==> config.mk <==
export PLATFORM = sky130hd
export DESIGN_NAME = frame_cfg_regs
export DESIGN_NICKNAME = d
export VERILOG_FILES = /design/src/core/frame_cfg_pkg.sv /design/src/core/frame_cfg_regs.sv /design/src/core/parity_frame_unit.sv /design/src/core/response_wait_timer.sv
export SDC_FILE = /design/constraint.sdc
export NUM_CORES = 1
export LEC_CHECK = 0
export ABC_CLOCK_PERIOD_IN_PS = 2000
export BUFFER_PORTS_ARGS = -buffer_cell sky130_fd_sc_hd__buf_4
export CORE_UTILIZATION = 42
export DETAILED_ROUTE_END_ITERATION = 12
export PLACE_DENSITY = 0.73
export SLEW_MARGIN = 5
export SYNTH_ARGS = -nofsm -noshare
export SYNTH_HDL_FRONTEND = slang
export SYNTH_HIERARCHICAL = 1
export SYNTH_SLANG_ARGS = --single-unit
==> constraint.sdc <==
create_clock -name mclk_in -period 2 [get_ports mclk_in]
set_input_delay 0.6 -clock mclk_in [delete_from_list [all_inputs] [get_ports mclk_in]]
set_output_delay 0.6 -clock mclk_in [all_outputs]
set_load 0.01 [all_outputs]
==> src/core/frame_cfg_pkg.sv <==
// Shared constants for the frame configuration register bank.
// Assumes a 32-bit APB slave with one aligned word per 8-bit register.
package frame_cfg_pkg;

	// Register indices; byte address is four times the index
	localparam logic [7:0] IDX_SPARE_A      = 8'h1A;
	localparam logic [7:0] IDX_SPARE_B      = 8'h1B;
	localparam logic [7:0] IDX_TX_WAIT      = 8'h1C;
	localparam logic [7:0] IDX_PARITY       = 8'h1D;
	localparam logic [7:0] IDX_SPARE_C      = 8'h1E;
	localparam logic [7:0] IDX_BAUD         = 8'h1F;
	localparam logic [7:0] IDX_SPARE_D      = 8'h20;
	localparam logic [7:0] IDX_CRC_HIGH     = 8'h21;
	localparam logic [7:0] IDX_CRC_LOW      = 8'h22;
	localparam logic [7:0] IDX_SPARE_E      = 8'h23;

	// Reset contents
	localparam logic [7:0] RST_SPARE_A      = 8'h00;
	localparam logic [7:0] RST_SPARE_B      = 8'h00;
	localparam logic [7:0] RST_TX_WAIT      = 8'h62;
	localparam logic [7:0] RST_PARITY       = 8'h00;
	localparam logic [7:0] RST_SPARE_C      = 8'h00;
	localparam logic [7:0] RST_BAUD         = 8'hEB;
	localparam logic [7:0] RST_SPARE_D      = 8'h00;
	localparam logic [7:0] RST_CRC_BYTE     = 8'hFF;
	localparam logic [7:0] RST_SPARE_E      = 8'h88;

	// Field layout
	localparam int         WAIT_FIELD_W     = 2;
	localparam logic [7:0] TX_WAIT_FIXED    = 8'h60;
	localparam int         PARITY_BYPASS_BIT = 4;
	localparam int         COARSE_LSB       = 5;
	localparam int         COARSE_W         = 3;
	localparam int         FINE_LSB         = 0;
	localparam int         FINE_W           = 5;

	// Response wait: fixed bit periods added to the field
	localparam int         WAIT_CNT_W       = 4;
	localparam logic [3:0] RESP_WAIT_BASE   = 4'h7;

	// Bus geometry
	localparam int         ADDR_W           = 8;
	localparam int         DATA_W           = 32;

	// Byte address of a register index
	function automatic logic [7:0] byte_addr(input logic [7:0] idx);
		return {idx[5:0], 2'h0};
	endfunction : byte_addr

endpackage : frame_cfg_pkg

==> src/core/frame_cfg_regs.sv <==
// Frame configuration register bank: response wait, parity bypass,
// host baud factors and the read-only checksum result pair.
// Assumes an APB master on mclk_in and a checksum engine on the same clock.
`timescale 1ns/10ps

// Operation
// - The two-bit response wait field lengthens the response time by seven bit periods plus the field value.
// - With the parity bypass bit set, no parity is generated on sent frames and none is checked on received ones.
// - With parity bypass set, the received bit in the parity position is passed on as a data bit.
// - The parity control register resets to zero, so parity is generated and checked after reset.
// - The host baud register holds a coarse factor in bits 7 to 5 and a fine factor in bits 4 to 0.
// - The host baud register resets to EBh.
// - The checksum result is two read-only bytes, high byte at 21h and low byte at 22h.
// - Both checksum result bytes reset to FFh.
module frame_cfg_regs (
	input  wire logic                           mclk_in,
	input  wire logic                           rstn_in,
	input  wire logic                           psel_in,
	input  wire logic                           penable_in,
	input  wire logic                           pwrite_in,
	input  wire logic [frame_cfg_pkg::ADDR_W-1:0] paddr_in,
	input  wire logic [frame_cfg_pkg::DATA_W-1:0] pwdata_in,
	input  wire logic [3:0]                     pstrb_in,
	output logic      [frame_cfg_pkg::DATA_W-1:0] prdata_out,
	output logic                                pready_out,
	output logic                                pslverr_out,
	input  wire logic                           tx_char_valid_in,
	input  wire logic [7:0]                     tx_char_in,
	input  wire logic                           tx_frame_end_in,
	input  wire logic                           bit_tick_in,
	input  wire logic                           rx_char_valid_in,
	input  wire logic [7:0]                     rx_char_in,
	input  wire logic                           rx_par_bit_in,
	input  wire logic                           crc_load_in,
	input  wire logic [15:0]                    crc_value_in,
	output logic                                tx_parity_valid_out,
	output logic                                tx_parity_out,
	output logic                                rx_data_valid_out,
	output logic [7:0]                          rx_data_out,
	output logic                                rx_extra_valid_out,
	output logic                                rx_extra_bit_out,
	output logic                                rx_parity_err_out,
	output logic [frame_cfg_pkg::WAIT_CNT_W-1:0] response_wait_bits_out,
	output logic                                response_wait_busy_out,
	output logic                                response_wait_done_out,
	output logic [frame_cfg_pkg::COARSE_W-1:0]  baud_coarse_factor_out,
	output logic [frame_cfg_pkg::FINE_W-1:0]    baud_fine_factor_out
);
	import frame_cfg_pkg::*;

	// Reset release through two flops; assertion stays asynchronous
	logic rst_meta_reg;
	logic rst_sync_reg;

	always_ff @(posedge mclk_in or negedge rstn_in) begin
		if (!rstn_in) begin
			rst_meta_reg <= 1'b0;
			rst_sync_reg <= 1'b0;
		end else begin
			rst_meta_reg <= 1'b1;
			rst_sync_reg <= rst_meta_reg;
		end
	end

	// Software-visible state
	logic [WAIT_FIELD_W-1:0] response_wait_extension_reg;
	logic                    parity_bypass_reg;
	logic [7:0]              host_baud_config_reg;
	logic [7:0]              checksum_high_value_reg;
	logic [7:0]              checksum_low_value_reg;

	// APB answer flops
	logic                    pready_reg;
	logic [DATA_W-1:0]       prdata_reg;
	logic                    pslverr_reg;

	// Bus phase decode
	wire        acc_first = psel_in & penable_in & ~pready_reg;
	wire        apb_done  = psel_in & penable_in & pready_reg;
	wire [7:0]  reg_idx   = {2'h0, paddr_in[7:2]};
	wire        aligned   = (paddr_in[1:0] == 2'h0);
	wire        map_hit   = aligned & (reg_idx >= IDX_SPARE_A) & (reg_idx <= IDX_SPARE_E);
	wire        wr_lane   = apb_done & pwrite_in & pstrb_in[0] & map_hit;

	// Write strobes per writable register; reserved and checksum slots have none
	wire        wr_tx_wait = wr_lane & (reg_idx == IDX_TX_WAIT);
	wire        wr_parity  = wr_lane & (reg_idx == IDX_PARITY);
	wire        wr_baud    = wr_lane & (reg_idx == IDX_BAUD);

	// Read view of the wait and parity registers; unused wait bits read as the fixed pattern, unused parity bits as zero
	wire [7:0]  tx_wait_view = TX_WAIT_FIXED | {6'h00, response_wait_extension_reg};
	wire [7:0]  parity_view  = {3'h0, parity_bypass_reg, 4'h0};

	// Read selection, reserved slots return their fixed contents
	wire [7:0]  rd_byte =
		(reg_idx == IDX_SPARE_A)  ? RST_SPARE_A :
		(reg_idx == IDX_SPARE_B)  ? RST_SPARE_B :
		(reg_idx == IDX_TX_WAIT)  ? tx_wait_view :
		(reg_idx == IDX_PARITY)   ? parity_view :
		(reg_idx == IDX_SPARE_C)  ? RST_SPARE_C :
		(reg_idx == IDX_BAUD)     ? host_baud_config_reg :
		(reg_idx == IDX_SPARE_D)  ? RST_SPARE_D :
		(reg_idx == IDX_CRC_HIGH) ? checksum_high_value_reg :
		(reg_idx == IDX_CRC_LOW)  ? checksum_low_value_reg :
		RST_SPARE_E;

	wire [DATA_W-1:0] rd_word = map_hit ? {24'h000000, rd_byte} : 32'h00000000;

	// One wait state so every answer leaves a flop
	always_ff @(posedge mclk_in or negedge rst_sync_reg) begin
		if (!rst_sync_reg) begin
			pready_reg  <= 1'b0;
			prdata_reg  <= 32'h00000000;
			pslverr_reg <= 1'b0;
		end else begin
			pready_reg  <= acc_first;
			prdata_reg  <= acc_first ? (pwrite_in ? 32'h00000000 : rd_word) : prdata_reg;
			pslverr_reg <= acc_first & ~map_hit;
		end
	end

	// Configuration registers, written only at the completing edge
	always_ff @(posedge mclk_in or negedge rst_sync_reg) begin
		if (!rst_sync_reg) begin
			response_wait_extension_reg <= RST_TX_WAIT[WAIT_FIELD_W-1:0];
			parity_bypass_reg           <= RST_PARITY[PARITY_BYPASS_BIT];
			host_baud_config_reg        <= RST_BAUD;
		end else begin
			if (wr_tx_wait)
				response_wait_extension_reg <= pwdata_in[WAIT_FIELD_W-1:0];
			if (wr_parity)
				parity_bypass_reg <= pwdata_in[PARITY_BYPASS_BIT];
			if (wr_baud)
				host_baud_config_reg <= pwdata_in[7:0];
		end
	end

	// Checksum result pair, loaded only by the engine, never by the bus
	always_ff @(posedge mclk_in or negedge rst_sync_reg) begin
		if (!rst_sync_reg) begin
			checksum_high_value_reg <= RST_CRC_BYTE;
			checksum_low_value_reg  <= RST_CRC_BYTE;
		end else if (crc_load_in) begin
			checksum_high_value_reg <= crc_value_in[15:8];
			checksum_low_value_reg  <= crc_value_in[7:0];
		end
	end

	// Total wait, base added in front of the timer so it sees one figure
	wire [WAIT_CNT_W-1:0] wait_total = RESP_WAIT_BASE + {2'h0, response_wait_extension_reg};

	// Baud factors and wait length leave as flops
	always_ff @(posedge mclk_in or negedge rst_sync_reg) begin
		if (!rst_sync_reg) begin
			response_wait_bits_out <= 4'h0;
			baud_coarse_factor_out <= 3'h0;
			baud_fine_factor_out   <= 5'h00;
		end else begin
			response_wait_bits_out <= wait_total;
			baud_coarse_factor_out <= host_baud_config_reg[COARSE_LSB +: COARSE_W];
			baud_fine_factor_out   <= host_baud_config_reg[FINE_LSB +: FINE_W];
		end
	end

	assign prdata_out  = prdata_reg;
	assign pready_out  = pready_reg;
	assign pslverr_out = pslverr_reg;

	// Response wait counter, started by the end of each sent frame
	response_wait_timer u_wait (
		.mclk_in      (mclk_in),
		.rstn_in      (rst_sync_reg),
		.start_in     (tx_frame_end_in),
		.bit_tick_in  (bit_tick_in),
		.wait_bits_in (wait_total),
		.busy_out     (response_wait_busy_out),
		.done_out     (response_wait_done_out)
	);

	// Parity generation and checking, steered by the bypass bit
	parity_frame_unit u_parity (
		.mclk_in             (mclk_in),
		.rstn_in             (rst_sync_reg),
		.bypass_in           (parity_bypass_reg),
		.tx_char_valid_in    (tx_char_valid_in),
		.tx_char_in          (tx_char_in),
		.rx_char_valid_in    (rx_char_valid_in),
		.rx_char_in          (rx_char_in),
		.rx_par_bit_in       (rx_par_bit_in),
		.tx_parity_valid_out (tx_parity_valid_out),
		.tx_parity_out       (tx_parity_out),
		.rx_data_valid_out   (rx_data_valid_out),
		.rx_data_out         (rx_data_out),
		.rx_extra_valid_out  (rx_extra_valid_out),
		.rx_extra_bit_out    (rx_extra_bit_out),
		.rx_parity_err_out   (rx_parity_err_out)
	);

	// Checks next to the bank

	a_wait_from_write: assert property (@(posedge mclk_in) disable iff (!rst_sync_reg)
		wr_tx_wait |=> ##1 (response_wait_bits_out == RESP_WAIT_BASE + {2'h0, $past(pwdata_in[1:0], 2)}))
		else $error("wait length is not seven plus the written field");

	a_reset_values: assert property (@(posedge mclk_in) disable iff (!rstn_in)
		$rose(rst_sync_reg) |-> !parity_bypass_reg && (host_baud_config_reg == RST_BAUD)
			&& (checksum_high_value_reg == RST_CRC_BYTE) && (checksum_low_value_reg == RST_CRC_BYTE))
		else $error("register bank left reset with wrong contents");

	a_baud_split: assert property (@(posedge mclk_in) disable iff (!rst_sync_reg)
		wr_baud |=> ##1 (baud_coarse_factor_out == $past(pwdata_in[7:5], 2))
			&& (baud_fine_factor_out == $past(pwdata_in[4:0], 2)))
		else $error("baud factors not split at bit five");

	a_checksum_read: assert property (@(posedge mclk_in) disable iff (!rst_sync_reg)
		(acc_first && !pwrite_in && (paddr_in == byte_addr(IDX_CRC_HIGH))) |=>
			pready_out && (prdata_out == {24'h000000, checksum_high_value_reg}))
		else $error("high checksum byte not returned at its address");

	a_checksum_ro: assert property (@(posedge mclk_in) disable iff (!rst_sync_reg)
		(apb_done && pwrite_in && !crc_load_in && (reg_idx == IDX_CRC_LOW)) |=>
			$stable(checksum_low_value_reg))
		else $error("bus write altered a read-only checksum byte");

	a_spare_fixed: assert property (@(posedge mclk_in) disable iff (!rst_sync_reg)
		(acc_first && !pwrite_in && (paddr_in == byte_addr(IDX_SPARE_E))) |=>
			(prdata_out == {24'h000000, RST_SPARE_E}) && !pslverr_out)
		else $error("reserved slot did not return its fixed contents");

	a_unmapped_error: assert property (@(posedge mclk_in) disable iff (!rst_sync_reg)
		(acc_first && !map_hit) |=> pready_out && pslverr_out && (prdata_out == 32'h00000000))
		else $error("unmapped access not answered with an error");

endmodule : frame_cfg_regs

==> src/core/parity_frame_unit.sv <==
// Odd parity generation for sent characters and checking for received ones.
// Assumes character strobes come from logic on the same clock.
`timescale 1ns/10ps
module parity_frame_unit (
	input  wire logic       mclk_in,
	input  wire logic       rstn_in,
	input  wire logic       bypass_in,
	input  wire logic       tx_char_valid_in,
	input  wire logic [7:0] tx_char_in,
	input  wire logic       rx_char_valid_in,
	input  wire logic [7:0] rx_char_in,
	input  wire logic       rx_par_bit_in,
	output logic            tx_parity_valid_out,
	output logic            tx_parity_out,
	output logic            rx_data_valid_out,
	output logic [7:0]      rx_data_out,
	output logic            rx_extra_valid_out,
	output logic            rx_extra_bit_out,
	output logic            rx_parity_err_out
);
	import frame_cfg_pkg::*;

	// Odd parity bit for one character
	function automatic logic odd_parity(input logic [7:0] d);
		return ~(^d);
	endfunction : odd_parity

	wire tx_par_on  = tx_char_valid_in & ~bypass_in;
	wire rx_check   = rx_char_valid_in & ~bypass_in;
	wire rx_as_data = rx_char_valid_in & bypass_in;
	wire rx_bad     = rx_check & (rx_par_bit_in != odd_parity(rx_char_in));

	// Parity stage, one cycle behind the character strobe
	always_ff @(posedge mclk_in or negedge rstn_in) begin
		if (!rstn_in) begin
			tx_parity_valid_out <= 1'b0;
			tx_parity_out       <= 1'b0;
			rx_data_valid_out   <= 1'b0;
			rx_data_out         <= 8'h00;
			rx_extra_valid_out  <= 1'b0;
			rx_extra_bit_out    <= 1'b0;
			rx_parity_err_out   <= 1'b0;
		end else begin
			tx_parity_valid_out <= tx_par_on;
			tx_parity_out       <= tx_par_on & odd_parity(tx_char_in);
			rx_data_valid_out   <= rx_char_valid_in;
			rx_data_out         <= rx_char_valid_in ? rx_char_in : rx_data_out;
			rx_extra_valid_out  <= rx_as_data;
			rx_extra_bit_out    <= rx_as_data & rx_par_bit_in;
			rx_parity_err_out   <= rx_bad;
		end
	end

	a_tx_parity_off: assert property (@(posedge mclk_in) disable iff (!rstn_in)
		tx_char_valid_in |=> (tx_parity_valid_out == !$past(bypass_in)))
		else $error("parity generation does not follow the bypass bit");

	a_rx_check_off: assert property (@(posedge mclk_in) disable iff (!rstn_in)
		(rx_char_valid_in && bypass_in) |=> !rx_parity_err_out)
		else $error("parity error raised while checking is bypassed");

	a_rx_parity_data: assert property (@(posedge mclk_in) disable iff (!rstn_in)
		(rx_char_valid_in && bypass_in) |=> rx_extra_valid_out && rx_data_valid_out
			&& (rx_extra_bit_out == $past(rx_par_bit_in)))
		else $error("received parity position not passed on as data");

endmodule : parity_frame_unit

==> src/core/response_wait_timer.sv <==
// Counts the extended response wait in bit periods after a frame.
// Assumes bit_tick_in is a one-cycle pulse per bit period, same clock.
`timescale 1ns/10ps
module response_wait_timer (
	input  wire logic                               mclk_in,
	input  wire logic                               rstn_in,
	input  wire logic                               start_in,
	input  wire logic                               bit_tick_in,
	input  wire logic [frame_cfg_pkg::WAIT_CNT_W-1:0] wait_bits_in,
	output logic                                    busy_out,
	output logic                                    done_out
);
	import frame_cfg_pkg::*;

	logic [WAIT_CNT_W-1:0] cnt_reg;
	logic [WAIT_CNT_W-1:0] cnt_next;
	logic                  busy_next;
	logic                  done_next;
	wire                   last_tick = busy_out & bit_tick_in & (cnt_reg == 4'h1);

	// Restart wins over a tick so a new frame always gets a full wait
	assign cnt_next  = start_in ? wait_bits_in :
	                   (busy_out & bit_tick_in) ? cnt_reg - 4'h1 : cnt_reg;
	assign busy_next = start_in ? (wait_bits_in != 4'h0) : (busy_out & ~last_tick);
	assign done_next = last_tick & ~start_in;

	// Counter state
	always_ff @(posedge mclk_in or negedge rstn_in) begin
		if (!rstn_in) begin
			cnt_reg  <= 4'h0;
			busy_out <= 1'b0;
			done_out <= 1'b0;
		end else begin
			cnt_reg  <= cnt_next;
			busy_out <= busy_next;
			done_out <= done_next;
		end
	end

	a_wait_load_count: assert property (@(posedge mclk_in) disable iff (!rstn_in)
		start_in |=> (cnt_reg == $past(wait_bits_in)) && busy_out)
		else $error("wait counter did not load the programmed length");

	a_wait_done_end: assert property (@(posedge mclk_in) disable iff (!rstn_in)
		done_out |-> $past(busy_out) && $past(bit_tick_in) && ($past(cnt_reg) == 4'h1) && !busy_out)
		else $error("wait ended before its last bit period");

endmodule : response_wait_timer

* Word-level counts from Yosys, hierarchy flattened
Cells that the tools add are included.
Operators by class: eq/ne operators 11, div/mod/pow operators 0, muxes and demuxes 14, $add $sub $neg 2, reductions and logical operators 5, shift-type cells 0, bitwise gates (word level) 29, $lt $le $gt $ge 2, $mul 0
Operators with widths (count):
- 2-to-1 mux 8 bit | 11
- equality test 6 x 5 -> 1 bit, second input constant | 6
- bitwise AND 1 bit | 22
- equality test 6 bit, second input constant | 3
- XOR reduction 8 bit | 2
- 2-to-1 mux 4 bit | 2
- inverter 1 bit | 7
- >= comparator 6 x 5 -> 1 bit, second input constant | 1
- less-or-equal comparator 6 bit, second input constant | 1
- adder 3 x 2 -> 4 bit, first input constant | 1
- equality test 4 x 1 -> 1 bit, second input constant | 1
- nonzero test 4 bit | 1
- subtractor 4 x 1 -> 4 bit, second input constant | 1
- logical NOT 2 bit | 1
- nonzero test 2 bit | 1
- 2-to-1 mux 1 bit | 1
- != test 1 bit | 1
Word-level totals: memories kept 0, register bits after elaboration 95, input bits 87, logic and storage cells 86, ROM bits 0, bits in writable memories 0, latch bits 0

* Logic depth before layout (Yosys ltp)
Gate-level depths: netlist of the first run.
word-level depth 12, depth in mapped cells 5

* Hierarchy
The synthesis of the first run kept the hierarchy.
By module, submodules not included:
- frame_cfg_regs | times used 1, area an instance 2269.7 µm², cells each 184
- parity_frame_unit | times used 1, area an instance 633.1 µm², cells each 42
- response_wait_timer | times used 1, area an instance 345.3 µm², cells each 32

* Worst setup path before layout of the first run
No wires, ideal clock.
path kind in2reg, from input paddr_in[1] (netlist bit), to register host_baud_config_reg[2], path buffers 0, stages on the path 4, data arrival time 1.715 ns, setup time 0.125 ns, setup slack 0.160 ns, required time 1.875 ns, cells stage by stage nor4bb_1 nand3_1 nor2_4 mux2_2
On the way: cells in the longest elaborated chain, start to end 5
Ends and longest elaborated chain:
- start: declaration | line frame_cfg_regs.sv:21 | input wire logic [frame_cfg_pkg::ADDR_W-1:0] paddr_in,
- logical NOT 2 bit | line frame_cfg_regs.sv:81 | wire aligned = (paddr_in[1:0] == 2'h0);
- bitwise AND 1 bit (2 in series) | line frame_cfg_regs.sv:82 | wire map_hit = aligned & (reg_idx >= IDX_SPARE_A) & (reg_idx <= IDX_SPARE_E);
- bitwise AND 1 bit | line frame_cfg_regs.sv:83 | wire wr_lane = apb_done & pwrite_in & pstrb_in[0] & map_hit;
- bitwise AND 1 bit | line frame_cfg_regs.sv:88 | wire wr_baud = wr_lane & (reg_idx == IDX_BAUD);
- end signal: assignment | line frame_cfg_regs.sv:134 | host_baud_config_reg <= pwdata_in[7:0];
- end: declaration | line frame_cfg_regs.sv:68 | logic [7:0] host_baud_config_reg;
No other way between the ends. A chain may end at the register's enable or synchronous reset.

* Worst setup path in the final report of the first run
from input paddr_in[1] (netlist bit), to register host_baud_config_reg[4]
Same word-level chain as after synthesis.

==> flow_summary.ini, run 1 <==
[worst_setup_path]
cp-start-kind = primary input
critPathMaxFanout = 3
slowest_delay_ns = 0.36
r2r-end = u_wait/busy_out
cp_cell_sequence = buf_4 -> nor4bb_1 -> nand3_1 -> nor2_4 -> buf_4 -> mux2_2
arrival_ns = 1.91
r2r-start = response_wait_extension_reg[1]
required_ns = 2.23
end_kind = flop
reg2reg_depth = 5
worstSetupPathType = primary input to flop
cpMaxStageDelayCell = nor4bb_1
reg2reg_slack_ns = 0.48
path_buf_inv = 2
cp_top_family = simple AND/OR/NAND/NOR gates
critPathMostFrequentCell = buf_4

[sta]
setup_viol = 0
fmax_ghz = 0.595
fin_crit_ns = 1.68
fin_skew_ns = 0.00645
post-route-period-util = 0.840
worst_slack_ns = 0.321
slew_violations = 0
whs_ns = 0.0338
max-slew-margin-rel = 0.648
rsz0062_at_grt = no
tightest_slew_ns = 0.524
finalHoldViolations = 0

[route]
viasPerCell = 4.71
wl_per_cell_um = 14.0
first_pass_iters = 6
drc = 0
vias = 2202
wl_um = 6530
ant_nets = 0
drt_iter0_drc = 66

[placement]
port_buffers = 97
dpl.hpwl_um = 4960
place_worst_setup_slack_ns = -0.0106
gp_congestion = 0.787
dp_cells = 452

[yosys]
synthTopCellsByCount = 48 x dfrtp_1, 35 x mux2_2, 24 x buf_4
syn-cell-area_um2 = 3250
synth_top_area_frac = 0.370
ys_seq_elements = 71
yosysWarnings = 6
synthCells = 258
synth_edf_count = 0
synth_area_per_cell_um2 = 12.6
yosys.area.top_type = dfrtp_1
yosys-top-cells-area = dfrtp_1 37%, dfstp_2 19%, mux2_2 12%
ys_seq_area_frac = 0.556
synth_most_common_cell = dfrtp_1
ys_async_sr_fraction = 1.00
synthDistinctLibCells = 51
synthFlopType = dfrtp_1

[layout]
fillCellCount = 651
final_util = 0.576
fin_nets = 454
syn2layout_area_growth_pct = 30.8
drive_above_1_share = 0.509
fin_cells = 468
diodes = 0

[clocking]
clockBufferDepth = 2
cts_resized = 0
cts-buffers-inserted = 9
cts-root-buf = clkbuf_8
clkSinkCount = 71
path_clk_slew_ns = 0.07
tritoncts = yes
cts.htree.levels = 3
cts_hold_buf = 0
cts_setup_buffers = 0
clock_latency_ns = 0.33

[floorplan]
core_area_um2 = 7370
io_pins = 149
row_count = 31
start_util = 0.441
die_area_um2 = 8090
die_h_um = 89.9
die-width_um = 89.9

[power]
p_int_uw = 2440
p_per_area_nw_per_um2 = 748
combPwrFrac = 0.134
power_frac_clock = 0.370
p_leak_uw = 0.00202
power.switching_uw = 732
p_seq_frac = 0.495
swShare = 0.231
peakVddDrop_uv = 392
total_power_uw = 3180

[global_routing]
grt_pass1_vias = 2217
grt_max_degree = 70
antenna_found_initial = 0
grt_pass1_wl_um = 11100
grt_remaining_overflow = 0
grtUsageTotal = 0.176

[run_status]
status = completed

[min_path]
hold_path_class = primary input to async pin

[run]
drv_cap = 0
## layout make-up
cell class,count,area (um2),area share
clock buffer,13,169,0.0398
sequential,71,1810,0.425
tap,99,124,0.0292
multi-input combinational,167,1270,0.300
clock inverter,3,40.0,0.00943
inverter,11,41.3,0.00972
timing repair buffer,104,793,0.187
## metal layers
metal / GRT usage / wire [um] / up-vias
li1: - / - / 1063
met1: 0.226 / 2850 / 1049
met4: 0.0739 / 93 / 0
met3: 0.0431 / 346 / 9
met5: 0 / 0 / -
met2: 0.285 / 3240 / 81
## cell families (layout without fill, tap and decap cells)
group	count (synthesis)	in the layout	synth area share
flops	71	71	0.556
compound gates	34	34	0.0720
fa+ha+maj	3	3	0.0116
other cells	2	25	0.00231
mux	36	36	0.124
xor+xnor	16	16	0.0520
simple gates	53	53	0.103
buf+inv	43	131	0.0786
## power groups by stage
stage	clock network (uW)	registers (uW)	logic, uW
finish	1180	1570	427
global route	1270	1580	469
CTS	1210	1570	433
detailed placement	0	1600	432
global placement	0	1600	423
floorplan	0	1620	236
## cell usage in the layout (no fill, tap or decap), types with 3 or more instances in the layout
cell type and n:
nand3b_1 3, and3_1 3, dfrtp_1 47, clkbuf_8 12, dfstp_2 23, nor2_1 8
nand3_1 4, conb_1 25, o21ai_0 12, ha_1 3, a21oi_1 3, a222oi_1 4
nand2_1 13, mux2_2 35, buf_4 103, inv_1 11, xnor2_1 11
## worst max path at each step
| stage | startpoint | endpoint | slack (ns) | depth (start not counted) |
|---|---|---|---|---|
| final | paddr_in[1] | host_baud_config_reg[4] | 0.32 | 6 |
| after global routing | paddr_in[1] | host_baud_config_reg[4] | 0.17 | 6 |
| after CTS | paddr_in[1] | host_baud_config_reg[0] | 0.34 | 6 |
| after detailed placement | paddr_in[1] | host_baud_config_reg[4] | -0.01 | 6 |
| after global placement | paddr_in[1] | host_baud_config_reg[4] | -0.03 | 6 |
| after floorplan | paddr_in[1] | host_baud_config_reg[2] | 0.16 | 4 |
## metrics by stage
stage               cell area, um2  setup TNS, ns
global placement              4040         -0.116
global route                  4250              0
CTS                           4250              0
floorplan                     3340              0
finish                        4250              0
detailed placement            4040        -0.0150
(Power assumes the default switching activity.)
==> inputs of run 2 (changes only) <==
ABC_CLOCK_PERIOD_IN_PS = 1400   (was 2000)
clock period = 1.4 ns   (was 2 ns; I/O delays follow)
==> flow_summary.ini, run 2 (synthesized netlist as in run 1, its figures left out) <==
[run_status]
status = finished with violations
violations = setup timing

[sta]
finalHoldViolations = 0
slew_violations = 0
rsz0062_at_grt = yes
fin_setup_tns_ns = -0.190
whs_ns = 0.312
fin_skew_ns = 0.00888
setup_viol = 6
post-route-period-util = 1.05
worst_slack_ns = -0.0649
fin_crit_ns = 1.46
fmax_ghz = 0.683

[clocking]
clkSinkCount = 71
cts.htree.levels = 3
cts-buffers-inserted = 9
path_clk_slew_ns = 0.07
cts-root-buf = clkbuf_8
clock_latency_ns = 0.33
tritoncts = yes
clockBufferDepth = 2

[min_path]
hold_path_class = primary input to flop

[power]
p_seq_frac = 0.511
p_int_uw = 3320
peakVddDrop_uv = 552
power.switching_uw = 1100
p_per_area_nw_per_um2 = 974
p_leak_uw = 0.00214
power_frac_clock = 0.339
swShare = 0.248
total_power_uw = 4410
combPwrFrac = 0.150

[floorplan]
start_util = 0.441
die_h_um = 89.9
die_area_um2 = 8090
io_pins = 149
die-width_um = 89.9
row_count = 31
core_area_um2 = 7370

[worst_setup_path]
crit_end = prdata_out[1]
worstSetupPathType = primary input to flop
reg2reg_slack_ns = -0.01
required_ns = 1.64
cp-start-kind = primary input
arrival_ns = 1.71
reg2reg_depth = 5
cp-startpoint = paddr_in[5]
r2r-end = host_baud_config_reg[4]
end_kind = flop
r2r-start = pready_out
critPathMaxFanout = 5

[route]
drc = 0
wl_per_cell_um = 14.0
drt_iter0_drc = 125
first_pass_iters = 4
ant_nets = 0
viasPerCell = 4.78
vias = 2344
wl_um = 6880

[placement]
port_buffers = 97
dpl.hpwl_um = 5260
gp_congestion = 0.868
place_worst_setup_slack_ns = -0.424
dp_cells = 472

[layout]
diodes = 0
fin_cells = 490
fin_nets = 476
final_cell_mix = 114 x buf_4, 47 x dfrtp_1, 27 x mux2_2
syn2layout_area_growth_pct = 39.5
layout_commonest_cell = buf_4
drive_above_1_share = 0.558

[run]
drv_cap = 0

[global_routing]
grt_pass1_wl_um = 11300
grt_pass1_vias = 2360
antenna_found_initial = 0
grtUsageTotal = 0.175
grt_remaining_overflow = 0
grt_max_degree = 32
## run 2: cell count changes in the layout (fill, tap and decap cells not counted), sizes merged
cell         previous run  this run
buf                   104       125
clkinvlp                0         2
bufinv                  1         0
clkbuf                 13        12
clkinv                  2         1
dlygate4sd3             0         1
inv                    11        12
## run 2: critical path, stage by stage
cell      delay, ns
buf_6          0.09
or4b_4         0.57
nor3b_4        0.31
a222oi_1       0.12
o221ai_1       0.18
## run 2: timing repair
item / 4_1_cts / 5_1_grt
resized for setup: 15 / 7
setup endpoints to repair: 10 / 20
cloned: 0 / 0
setup buffers: 1 / 0
pin swaps: 11 / 6
hold buffers: 1 / 0
hold endpoints to repair: 2 / 0
## run 2: worst min path at each step
| stage | start | to | slack [ns] | cells after the start |
|---|---|---|---|---|
| floorplan | rstn_in | rst_meta_reg | 0.12 | 0 |
| global placement | rstn_in | rst_meta_reg | 0.20 | 1 |
| detailed placement | rstn_in | rst_meta_reg | 0.21 | 1 |
| CTS | rx_char_valid_in | u_parity/rx_data_valid_out | 0.30 | 1 |
| global route | crc_value_in[5] | checksum_low_value_reg[5] | 0.30 | 2 |
| finish | rx_char_valid_in | u_parity/rx_data_valid_out | 0.31 | 1 |
## run 2: metrics by stage
step                cell area, um2  utilization
floorplan                     3390            -
global placement              4250        0.577
detailed placement            4250        0.577
CTS                           4510        0.612
global route                  4530        0.615
finish                        4530        0.615
## run 2: power by group through the flow
stage          Clock, uW  Sequential [uW]  Combinational (uW)
2_1_floorplan          0             2320                 343
3_3_place_gp           0             2290                 638
3_5_place_dp           0             2300                 650
4_1_cts             1540             2260                 666
5_1_grt             1600             2270                 723
6_report            1490             2260                 662
## run 2: final cells by class
class	instances	area, um2
Sequential cell	71	1810
Inverter	11	43.8
Clock buffer	12	155
Tap cell	99	124
Fill cell	622	2840
Timing Repair Buffer	126	1010
Multi-Input combinational cell	167	1370
Clock inverter	4	28.8
## run 2: metal layers
layer	vias to the layer above	global-route usage	part of all wire
li1	1109	-	-
met1	1128	0.236	0.45
met2	94	0.269	0.47
met3	13	0.0440	0.056
met4	0	0.0766	0.021
met5	-	0	0
